## src/rtl/upc_pkg.sv

```systemverilog
// Constants for the user protection and configuration register slice
package upc_pkg;

    // Clock
    localparam int CLK_PERIOD_NS = 10;

    // Serial frame layout: command byte then data byte
    localparam logic [4:0] FRAME_HDR_BITS = 5'h08;
    localparam logic [4:0] FRAME_ALL_BITS = 5'h10;
    localparam int CMD_WRITE_BIT = 7;

    // Register offsets
    localparam logic [6:0] ADDR_OV_STATUS = 7'h2A;
    localparam logic [6:0] ADDR_VARIANT_ID = 7'h2B;
    localparam logic [6:0] ADDR_OFF_DELAY = 7'h2C;
    localparam logic [6:0] ADDR_PASSWORD = 7'h2E;
    localparam logic [6:0] ADDR_PROTECT = 7'h2F;
    localparam logic [6:0] ADDR_OPEN_LO = 7'h02;
    localparam logic [6:0] ADDR_OPEN_HI = 7'h09;

    // Field positions
    localparam int OV_AUX1_BIT = 1;
    localparam int OV_AUX2_BIT = 0;
    localparam int PROT_NVM_BIT = 2;
    localparam int PROT_DIRECT_BIT = 1;
    localparam int PROT_WP_BIT = 0;
    localparam int OFF_DELAY_W = 4;
    localparam int PROT_W = 3;
    localparam int DELAY_CNT_W = 17;

    // Reset values
    localparam logic [3:0] OFF_DELAY_RST = 4'h0;
    localparam logic [7:0] PASSWORD_RST = 8'h00;
    localparam logic [2:0] PROT_RST = 3'h0;

    // Unlock sequence bytes
    localparam logic [7:0] UNLOCK_FIRST = 8'hBA;
    localparam logic [7:0] UNLOCK_SECOND = 8'hBE;

    // Lower bound of each off-delay setting in ns
    localparam int OFF_DELAY_NS [16] = '{
        4000, 8010, 16020, 32000, 63990, 128000, 256000, 512100,
        6230, 12460, 24890, 49770, 99500, 199100, 398300, 1024200
    };

    // Least delay rounds up to whole cycles
    function automatic logic [DELAY_CNT_W-1:0] off_delay_cycles(input logic [3:0] sel);
        int ns;
        ns = OFF_DELAY_NS[sel];
        return DELAY_CNT_W'((ns + CLK_PERIOD_NS - 1) / CLK_PERIOD_NS);
    endfunction : off_delay_cycles

    // Delay count shown in reset, worked out once so reset loads a plain constant
    localparam logic [DELAY_CNT_W-1:0] OFF_DELAY_CYCLES_RST = off_delay_cycles(OFF_DELAY_RST);

endpackage : upc_pkg

```

## src/rtl/upc_regs.sv

```systemverilog
// Serial-access register slice: overvoltage status, variant id, off delay, password, protection
`timescale 1ns/1ps
`default_nettype none
module upc_regs #(
    // Arbitrary neutral value
    parameter logic [7:0] VARIANT_ID = 8'h5A
) (
    // Clock and reset
    input wire logic I_CLK,
    input wire logic I_RSTN,
    // Serial register port, mode 0, MSB first
    input wire logic I_SPI_SCLK,
    input wire logic I_SPI_CS_N,
    input wire logic I_SPI_MOSI,
    output logic O_SPI_MISO,
    // Regulator fault inputs from the analog side
    input wire logic I_AUX_REG1_OV,
    input wire logic I_AUX_REG2_OV,
    // Configuration outputs
    output logic [upc_pkg::OFF_DELAY_W-1:0] O_ILLUMINATION_OFF_DELAY_SEL,
    output logic [upc_pkg::DELAY_CNT_W-1:0] O_OFF_DELAY_CYCLES,
    output logic O_NVM_PROGRAM,
    output logic O_DIRECT_MODE,
    output logic O_UNLOCKED,
    // Accepted writes to registers held elsewhere in the map
    output logic O_EXT_WR,
    output logic [6:0] O_EXT_ADDR,
    output logic [7:0] O_EXT_DATA
);
    import upc_pkg::*;

    logic [1:0] sclk_sync;
    logic [1:0] cs_sync;
    logic [1:0] mosi_sync;
    logic [1:0] ov1_sync;
    logic [1:0] ov2_sync;
    logic sclk_d;
    logic sclk_rise;
    logic sclk_fall;
    logic [4:0] bit_cnt;
    logic [6:0] shift_in;
    logic [6:0] cmd_addr;
    logic cmd_write;
    logic [7:0] tx_shift;
    logic wr_pulse;
    logic [6:0] wr_addr;
    logic [7:0] wr_data;
    logic [7:0] rd_data;
    logic [3:0] off_delay;
    logic [7:0] password;
    logic [2:0] protect;
    logic seen_first;
    logic unlocked;
    logic wp_active;
    logic wr_allowed;

    // Two-stage synchronisers; all pins are asynchronous to I_CLK
    always_ff @(posedge I_CLK or negedge I_RSTN) begin
        if (!I_RSTN) begin
            sclk_sync <= 2'h0;
            cs_sync <= 2'h3;
            mosi_sync <= 2'h0;
            ov1_sync <= 2'h0;
            ov2_sync <= 2'h0;
            sclk_d <= 1'b0;
        end else begin
            sclk_sync <= {sclk_sync[0], I_SPI_SCLK};
            cs_sync <= {cs_sync[0], I_SPI_CS_N};
            mosi_sync <= {mosi_sync[0], I_SPI_MOSI};
            ov1_sync <= {ov1_sync[0], I_AUX_REG1_OV};
            ov2_sync <= {ov2_sync[0], I_AUX_REG2_OV};
            sclk_d <= sclk_sync[1];
        end
    end

    // Edges seen only on the second stage
    assign sclk_rise = sclk_sync[1] && !sclk_d && !cs_sync[1];
    assign sclk_fall = !sclk_sync[1] && sclk_d && !cs_sync[1];

    // Frame shifter; bits past the data byte are ignored until select rises
    always_ff @(posedge I_CLK or negedge I_RSTN) begin
        if (!I_RSTN) begin
            bit_cnt <= 5'h00;
            shift_in <= 7'h00;
            cmd_addr <= 7'h00;
            cmd_write <= 1'b0;
        end else if (cs_sync[1]) begin
            bit_cnt <= 5'h00;
        end else if (sclk_rise && bit_cnt != FRAME_ALL_BITS) begin
            bit_cnt <= bit_cnt + 5'h01;
            shift_in <= {shift_in[5:0], mosi_sync[1]};
            if (bit_cnt == FRAME_HDR_BITS - 5'h01) begin
                cmd_write <= shift_in[CMD_WRITE_BIT-1];
                cmd_addr <= {shift_in[5:0], mosi_sync[1]};
            end
        end
    end

    // Write strobe on the last data bit of a write frame
    always_ff @(posedge I_CLK or negedge I_RSTN) begin
        if (!I_RSTN) begin
            wr_pulse <= 1'b0;
            wr_addr <= 7'h00;
            wr_data <= 8'h00;
        end else begin
            wr_pulse <= sclk_rise && cmd_write && bit_cnt == FRAME_ALL_BITS - 5'h01;
            wr_addr <= cmd_addr;
            wr_data <= {shift_in, mosi_sync[1]};
        end
    end

    // Read mux; unmapped addresses read zero
    always_comb begin
        rd_data = 8'h00;
        if (cmd_addr == ADDR_OV_STATUS) begin
            rd_data[OV_AUX1_BIT] = ov1_sync[1];
            rd_data[OV_AUX2_BIT] = ov2_sync[1];
        end else if (cmd_addr == ADDR_VARIANT_ID) begin
            rd_data = VARIANT_ID;
        end else if (cmd_addr == ADDR_OFF_DELAY) begin
            rd_data = {4'h0, off_delay};
        end else if (cmd_addr == ADDR_PASSWORD) begin
            rd_data = password;
        end else if (cmd_addr == ADDR_PROTECT) begin
            rd_data = {5'h00, protect};
        end
    end

    // First data bit leaves straight from the mux on the fall after bit 8, so the host has it before its ninth rise
    always_ff @(posedge I_CLK or negedge I_RSTN) begin
        if (!I_RSTN) begin
            tx_shift <= 8'h00;
            O_SPI_MISO <= 1'b0;
        end else if (cs_sync[1]) begin
            O_SPI_MISO <= 1'b0;
        end else if (sclk_fall && bit_cnt == FRAME_HDR_BITS) begin
            O_SPI_MISO <= !cmd_write && rd_data[7];
            tx_shift <= cmd_write ? 8'h00 : {rd_data[6:0], 1'b0};
        end else if (sclk_fall && bit_cnt > FRAME_HDR_BITS && bit_cnt != FRAME_ALL_BITS) begin
            O_SPI_MISO <= tx_shift[7];
            tx_shift <= {tx_shift[6:0], 1'b0};
        end
    end

    // Write protection is lifted while the password has unlocked the part
    assign wp_active = protect[PROT_WP_BIT] && !unlocked;
    assign wr_allowed = !wp_active || (wr_addr >= ADDR_OPEN_LO && wr_addr <= ADDR_OPEN_HI);

    // Delay selector register
    always_ff @(posedge I_CLK or negedge I_RSTN) begin
        if (!I_RSTN) begin
            off_delay <= OFF_DELAY_RST;
        end else if (wr_pulse && wr_allowed && wr_addr == ADDR_OFF_DELAY) begin
            off_delay <= wr_data[3:0];
        end
    end

    // Password always writable so a protected part can still be opened
    always_ff @(posedge I_CLK or negedge I_RSTN) begin
        if (!I_RSTN) begin
            password <= PASSWORD_RST;
            seen_first <= 1'b0;
            unlocked <= 1'b0;
        end else if (wr_pulse && wr_addr == ADDR_PASSWORD) begin
            password <= wr_data;
            seen_first <= wr_data == UNLOCK_FIRST;
            unlocked <= seen_first && wr_data == UNLOCK_SECOND;
        end else if (wr_pulse) begin
            seen_first <= 1'b0;
        end
    end

    // Protection register; writable while write protection is clear or the part is unlocked
    always_ff @(posedge I_CLK or negedge I_RSTN) begin
        if (!I_RSTN) begin
            protect <= PROT_RST;
        end else if (wr_pulse && wr_allowed && wr_addr == ADDR_PROTECT) begin
            protect <= wr_data[PROT_W-1:0];
        end
    end

    // Forward accepted writes aimed at registers outside this slice
    always_ff @(posedge I_CLK or negedge I_RSTN) begin
        if (!I_RSTN) begin
            O_EXT_WR <= 1'b0;
            O_EXT_ADDR <= 7'h00;
            O_EXT_DATA <= 8'h00;
        end else begin
            O_EXT_WR <= wr_pulse && wr_allowed && wr_addr != ADDR_OV_STATUS && wr_addr != ADDR_VARIANT_ID
                && wr_addr != ADDR_OFF_DELAY && wr_addr != ADDR_PASSWORD && wr_addr != ADDR_PROTECT;
            O_EXT_ADDR <= wr_addr;
            O_EXT_DATA <= wr_data;
        end
    end

    // Registered configuration outputs
    always_ff @(posedge I_CLK or negedge I_RSTN) begin
        if (!I_RSTN) begin
            O_ILLUMINATION_OFF_DELAY_SEL <= OFF_DELAY_RST;
            O_OFF_DELAY_CYCLES <= OFF_DELAY_CYCLES_RST;
            O_NVM_PROGRAM <= 1'b0;
            O_DIRECT_MODE <= 1'b0;
            O_UNLOCKED <= 1'b0;
        end else begin
            O_ILLUMINATION_OFF_DELAY_SEL <= off_delay;
            O_OFF_DELAY_CYCLES <= off_delay_cycles(off_delay);
            O_NVM_PROGRAM <= protect[PROT_NVM_BIT];
            O_DIRECT_MODE <= protect[PROT_DIRECT_BIT];
            O_UNLOCKED <= unlocked;
        end
    end

endmodule : upc_regs
`default_nettype wire

```

## config.mk

```make
export PLATFORM = sky130hd
export DESIGN_NAME = upc_regs
export DESIGN_NICKNAME = d
export VERILOG_FILES = /design/src/rtl/upc_pkg.sv /design/src/rtl/upc_regs.sv
export SDC_FILE = /design/constraint.sdc
export NUM_CORES = 1
export LEC_CHECK = 0
export BUFFER_PORTS_ARGS = -buffer_cell sky130_fd_sc_hd__buf_2
export CORE_MARGIN = 2
export CORE_UTILIZATION = 30
export CTS_CLUSTER_SIZE = 24
export DETAILED_ROUTE_END_ITERATION = 6
export PLACE_DENSITY = 0.48
export SLEW_MARGIN = 20
export SYNTH_ARGS = -nofsm -noshare
export SYNTH_HDL_FRONTEND = slang
export SYNTH_SLANG_ARGS = --single-unit
```

## constraint.sdc

```tcl
create_clock -name I_CLK -period 8.6 [get_ports I_CLK]
set_input_delay 0.43 -clock I_CLK [delete_from_list [all_inputs] [get_ports I_CLK]]
set_output_delay 0.43 -clock I_CLK [all_outputs]
set_load 0.02 [all_outputs]
```

Word-level counts from Yosys, hierarchy flattened:

Memory sizes are Yosys's and may differ from the RTL's.
Cells that the tools add are included.

* reductions and logical operators: 37
* bitwise gates (word level): 2
* div/mod/pow operators: 1
* add/subtract/negate cells: 3
* mux-type cells: 18
* equality and inequality tests: 19
* order comparisons: 4

Operators with widths (number)
* 32-bit two-way mux: 2
* 7-bit by 6-bit equality test with 1-bit output, second input constant: 8
* 8-bit two-way mux: 6
* 7-bit by 6-bit inequality test with 1-bit output, second input constant: 5
* 32-bit by 5-bit adder with 32-bit output, second input constant: 1
* 32-bit by 5-bit divider with 32-bit output, second input constant: 1
* 32-bit by 2-bit subtractor with 32-bit output, second input constant: 1
* 1-bit logical AND: 23
* 8-bit equality test, second input constant: 2
* 5-bit by 4-bit equality test with 1-bit output, second input constant: 2
* 5-bit two-way mux: 2
* 7-bit by 2-bit greater-or-equal comparator with 1-bit output, second input constant: 1
* 7-bit by 4-bit less-or-equal comparator with 1-bit output, second input constant: 1
* 1-bit zero test: 6
* 6-bit two-way mux: 1
* 2-bit nonzero test: 3
* 5-bit by 1-bit adder with 5-bit output, second input constant: 1
* 5-bit by 3-bit equality test with 1-bit output, second input constant: 1
* 5-bit greater-or-equal comparator, second input constant: 1
* 5-bit by 4-bit > comparator with 1-bit output, second input constant: 1
* 1-bit two-way mux: 5
* 5-bit inequality test, second input constant: 1
* 4-bit NOT with 5-bit output: 1
* 2-bit AND reduction: 2
* other kinds (6): 6

* memories: 1
* word-level logic and storage cells: 113
* input port bits: 7
* memory bits (read-only): 512
* output and inout port bits: 41
* bits in registers: 113

Memories
* (no name shown): depth 16, bits a word 32, rd ports 1, clocked after Yosys merged registers in 0, wr ports 0, RTL line upc_pkg.sv:49 `ns = OFF_DELAY_NS[sel];`

Longest topological paths before layout:

* depth after elaboration: 10
* mapped depth: 45
* depth with buffers taken out: 41

Worst setup path before layout:

Ideal clock, no wire load.

* kind: register -> register
* start: register off_delay[1]
* end: register O_OFF_DELAY_CYCLES[0] (netlist name)
* period minus slack after synthesis: 9.127 ns
* arrival time: 9.001 ns
* slack: -0.527 ns
* data required time: 8.474 ns
* setup time: 0.126 ns
* path buffers: 2
* stages on the path, launching flop included: 38
* path through: dfrtp_1 inv_1 ha_1 buf_4 mux4_2 ha_1 nand2b_1 o32ai_2 nand2_2 nor4_4 xnor2_1 a21oi_2 o31ai_2 o211ai_4 or4_1 and3_1 buf_6 o211a_1 [... 2 more ...] mux2_4 nor2_4 o32ai_2 a22o_4 nor3_4 xnor2_1 a222oi_1 a21oi_2 nor2_1 nor2_1 ha_1 o21ai_0 mux2i_1 o221ai_1 o31ai_1 xor2_1 or3_1 a221o_1

* word-level cells in the longest chain between the ends: 7

RTL lines
* start, declared: RTL line upc_regs.sv:49 `logic [3:0] off_delay;`
* start signal, assigned: RTL line upc_regs.sv:154 `off_delay <= wr_data[3:0];`
* 4-bit NOT with 5-bit output (not written as such): RTL line upc_pkg.sv:49
* memory 16 x 32 bit
* 32-bit two-way mux (not written as such) (2 in a row): RTL line upc_pkg.sv:49
* 32-bit by 5-bit adder with 32-bit output: RTL line upc_pkg.sv:50 `return DELAY_CNT_W'((ns + CLK_PERIOD_NS - 1) / CLK_PERIOD_NS);`
* 32-bit by 2-bit subtractor with 32-bit output: RTL line upc_pkg.sv:50
* 32-bit by 5-bit divider with 32-bit output: RTL line upc_pkg.sv:50
* end signal, assigned: RTL line upc_regs.sv:206 `O_OFF_DELAY_CYCLES <= off_delay_cycles(off_delay);`
* end, declared: RTL line upc_regs.sv:21 `output logic [upc_pkg::DELAY_CNT_W-1:0] O_OFF_DELAY_CYCLES,`

No other way between the ends. The select of a mux whose other input is x is not followed.
A chain may end at the register's enable or synchronous reset.

Worst setup path in the final report:

Same ends and word-level chain as after synthesis.

==> results.md <==
- Sequential elements use 36.3% of the synthesized area.
- The placement row count is 58.
- The critical-path cell with the highest stage delay is or4_4.
- The depth of the worst register-to-register path is 39.
- The total of flip-flops plus latches after synthesis is 112.
- Summing all multi-input logic gate instances after layout gives 5000 um^2.
- The clock network latency to the later pin of the worst-skew pair is 0.36 ns.
- Setup repair after global routing could not meet its margin everywhere.
- The worst setup path is of the reg2reg kind.
- The number of hold buffers added after CTS was 0.
- The synthesized net count is 854.
- In this run the top signal layer used is met4.
- The die is 165 um wide.
- 48 I/O pins were placed.
- The leakage power is 4.55 nW.
- Counting buffers and inverters, the worst setup path is 39 cells deep.
- The first global-routing pass estimated 36.0 mm of wire.
- The top achievable clock speed is 0.119 GHz.
- The area growth from synthesis to layout is 34.0%.
- The average cell area after synthesis is 9.29 um^2.
- The kind of cell adding the most delay to the critical path is simple AND/OR/NAND/NOR gates.
- The async set-reset flop share out of synthesis is 100%.
- The number of fill cells in the layout is 2,488.
- In this run the number of H-tree levels came out at 3.
- The completed layout was analyzed and its total power is 1.15 mW.
- The routed metal-1 wire length is 10.9 mm.
- For this run the aggregate overflow at the end of global routing stands at 0.
- Detailed routing inserted a total of 7,121 vias.
- The global-route usage over all layers is 16.6%.
- The first TritonRoute pass finished after 5 iterations.
- Power spread over the standard cell area amounts to 111 nW/um^2.
- The final number of max-transition violations came to 0.
- The worst min-delay path startpoint is I_SPI_CS_N.
- The minimum period implied by the final worst setup slack is 8.41 ns.
- The endpoint identified for the worst register-to-register timing path is O_OFF_DELAY_CYCLES[0].
- The routed length on met3 is 597 um.
- The number of hold violations in the final report is 0.
- The wire length after detailed routing is 22.3 mm.
- The post-route DRC violation count is 0.
- The path with the worst hold slack has its endpoint at cs_sync[0].
- Excluding fillers, the count of instances in the completed layout stands at 1,365.
- Along the worst hold path, the cell count comes to 1.
- The post-DP HPWL is 16.0 mm.
- The type of element capturing the critical path is a register.
- The total clock buffers created by CTS is 9.
- For the worst setup path, the data arrival time is 8.66 ns.
- The critical register-to-register path startpoint is off_delay[1].
- Clock-pin slew was measured on the worst setup and hold paths at 0.09 ns.
- After detailed routing, the number of vias per cell comes to 5.22.
- The total instance count after detailed placement is 1,322.
- With fillers left out, the area of the finished cells amounts to 10,400 um^2.
- The remaining antenna violation count is 0.
- For the pin with the worst max-slew slack, the measured transition is 1.02 ns.
- The number of buffers and inverters on the critical path is 8.
- The type of the tightest min-delay check is in2reg.
- The starting DRC count in detailed routing is 412.
- The portion of the clock cycle consumed by the worst path in the final layout is 97.8%.
- The cell area that synthesis handed to floorplanning was 7730 um^2.
- The buffer levels on the longest clock path is 2.
- STA classifies the critical path startpoint as a register.
- The run finished with clean final reports.
- Setup violations remaining at the end of the flow were counted as 0.
- Across the VDD grid, the largest voltage drop is 0.129 mV.
- The number of violations of the max-capacitance limit is 0.
- On the final layout, the worst clock skew is 0.00934 ns.
- After the last flow step, the layout net total stands at 1,052.
- For this run, the slowest stage of the critical path takes 0.54 ns.
- In this run, distinct cell masters in the synthesized netlist total 111.
- The total clock sinks is 112.
- The cell seen most often among critical-path stages is buf_4.
- The total length of routed met2 wires is 10.6 mm.
- The overall die height is 165 um.
- The initial antenna violation count is 0.
- The master cell of the clock root buffer is clkbuf_16.
- Cells with a size suffix above 1 make up 38.6% of the layout.
- In this run, synthesis inferred 0 flip-flops with an integrated enable.
- The gate count after technology mapping is 832.
- The storage element area is 2810 um^2.
- For this run, the number of Yosys warnings is 0.
- Hold timing on the final database bottoms out at a slack of 0.157 ns.
- The CTS tree is done.
- The largest fanout on the critical path is 5.
- The weighted congestion at the end of routability-driven global placement is 0.870.
- The die covers 27,100 um^2.
- The relative max-transition margin is 31.6%.
- The repair_antennas step left the layout with diodes totalling 0.
- At the worst endpoint, the required time is 8.85 ns.
- The quantity of I/O buffers inserted on ports is 47.
- The number of global-route vias before repair came to 6,811.
- The core region is 25,300 um^2.
- After detailed placement, the total cell area comes to 9440 um^2.
- The initial cell density of the core is 30.6%.
- The pin count of the biggest net entering global routing is 65.
- The worst-case register-to-register setup slack is 0.19 ns.
- The primary flip-flop cell chosen by synthesis mapping is dfrtp_1.
- Dividing the detail-routed wire length by the instance count gives 16.3 um.
==> through the flow <==
| stage | utilization, % | setup WS (ns) | setup TNS (ns) |
|---|---|---|---|
| 2_1_floorplan | - | 0.0196 | 0 |
| 3_3_place_gp | 37.4 | -0.153 | -0.153 |
| 3_5_place_dp | 37.4 | -0.0665 | -0.0665 |
| 4_1_cts | 39.0 | 0.00182 | 0 |
| 5_1_grt | 41.0 | -0.150 | -0.150 |
| 6_report | 41.0 | 0.192 | 0 |
==> how the worst max path moves through the flow <==
stage	endpoint	slack, ns	from
after global routing	O_OFF_DELAY_CYCLES[0]	-0.15	off_delay[1]
after detailed placement	O_OFF_DELAY_CYCLES[0]	-0.07	off_delay[1]
final	O_OFF_DELAY_CYCLES[0]	0.19	off_delay[1]
after global placement	O_OFF_DELAY_CYCLES[0]	-0.15	off_delay[1]
after CTS	O_OFF_DELAY_CYCLES[0]	0.002	off_delay[1]
after floorplan	O_OFF_DELAY_CYCLES[0]	0.02	off_delay[0]
==> power breakdown <==
group	total [mW]	switching [mW]	internal, mW
Combinational	0.0626	0.0383	0.0244
Sequential	0.605	0.0348	0.570
Clock	0.484	0.237	0.246
==> worst reg2reg max path: cells and delay by family (launching register included) <==
kind,cells,cell delay (ns)
flip-flops,1,0.45
adder cells (fa/ha/maj),3,0.78
multiplexers,3,0.89
AO/OA/AOI/OAI,13,2.30
buffers and inverters,8,1.03
XOR/XNOR,2,0.28
AND/OR/NAND/NOR,10,2.56
==> synth_stat cells, drive strengths merged (5+ instances only) <==
cell type  number  area, um^2
nand2          74         280
o211ai         14         143
a211oi          6        50.1
a31oi           9        71.3
a21o            9        67.6
nor2           74         295
inv            27         104
dfrtp         107        2680
nand4          11        68.8
nor4            7        71.3
clkbuf         20        75.1
o221ai          8        76.3
nand3b          8        63.8
mux2i          10         100
and3            8        50.1
nor4b           6        52.6
and2           10        63.8
o31ai           9        86.3
o21ai          52         268
nor3           23         143
nand3          27         135
o22ai           6        37.5
buf            27         184
nand2b         18         113
a21oi          49         253
nor2b           5        31.3
or3             7        43.8
ha             15         188
or2             8        50.0
mux2           37         420
xor2           10        87.6
o211a           7        70.1
xnor2          20         175
dfstp           5         131
a22oi           7        57.6
==> flip-flops by register name (all words and copies together) (netlist names), 2 cells and up <==
name and cells:
O_EXT_DATA 8, wr_data 8, O_OFF_DELAY_CYCLES 17, protect 3, O_EXT_ADDR 7, wr_addr 7, off_delay 4, tx_shift 7
mosi_sync 2, ov2_sync 2, O_ILLUMINATION_OFF_DELAY_SEL 4, bit_cnt 5, cs_sync 2, sclk_sync 2, shift_in 7, cmd_addr 7
password 8, ov1_sync 2
==> final cells by class <==
class | instances | share of cell area (%)
sequential | 112 | 27.2
clock inverter | 6 | 0.942
tap | 330 | 3.99
timing repair buffer | 234 | 16.3
clock buffer | 10 | 2.31
inverter | 27 | 1.03
multi-input combinational | 646 | 48.3
==> repair_timing <==
item | 4_1_cts | 5_1_grt
setup endpoints to repair | 1 | 1
gates resized for setup | 12 | 59
endpoints found under the hold margin | 0 | 0
setup buffers | 1 | 26
pin swaps | 6 | 52
==> metal layers <==
| metal | vias up | track usage (%) |
|---|---|---|
| li1 | 3496 | - |
| met1 | 3497 | 23.8 |
| met2 | 114 | 27.2 |
| met3 | 14 | 2.01 |
| met4 | 0 | 2.85 |
| met5 | - | 0 |
==> cell families after synthesis <==
family | synth area share, %
AND/OR/NAND/NOR | 21.0
AO/OA/AOI/OAI | 23.4
flip-flops | 36.3
buffers and inverters | 4.69
multiplexers | 7.90
XOR/XNOR | 3.69
adder cells (fa/ha/maj) | 2.99
==> layout by cell type, fill, tap and decap left out, types with 6 or more instances in the layout <==
| master | Yosys | final |
|---|---|---|
| o211ai_1 | 10 | 10 |
| xnor2_1 | 20 | 16 |
| dfrtp_1 | 107 | 104 |
| inv_1 | 21 | 20 |
| mux2i_1 | 10 | 9 |
| mux2_2 | 36 | 34 |
| nand3_1 | 27 | 26 |
| buf_4 | 6 | 178 |
| o21ai_1 | 4 | 6 |
| a22oi_1 | 6 | 6 |
| clkbuf_16 | 0 | 9 |
| nand4_1 | 11 | 11 |
| ha_1 | 15 | 12 |
| nand3b_1 | 7 | 7 |
| nand2_1 | 73 | 72 |
| xor2_1 | 10 | 10 |
| a21o_1 | 9 | 9 |
| nand2b_1 | 18 | 17 |
| buf_6 | 6 | 9 |
| a31oi_1 | 8 | 8 |
| and2_1 | 9 | 8 |
| a21oi_1 | 47 | 45 |
| nor3_1 | 20 | 17 |
| o21ai_0 | 46 | 42 |
| o31ai_1 | 7 | 7 |
| and3_1 | 8 | 8 |
| buf_2 | 12 | 46 |
| o22ai_1 | 6 | 6 |
| nor2_1 | 71 | 68 |
| o211a_1 | 7 | 7 |
Note: power is estimated with default switching activity, not from simulation.
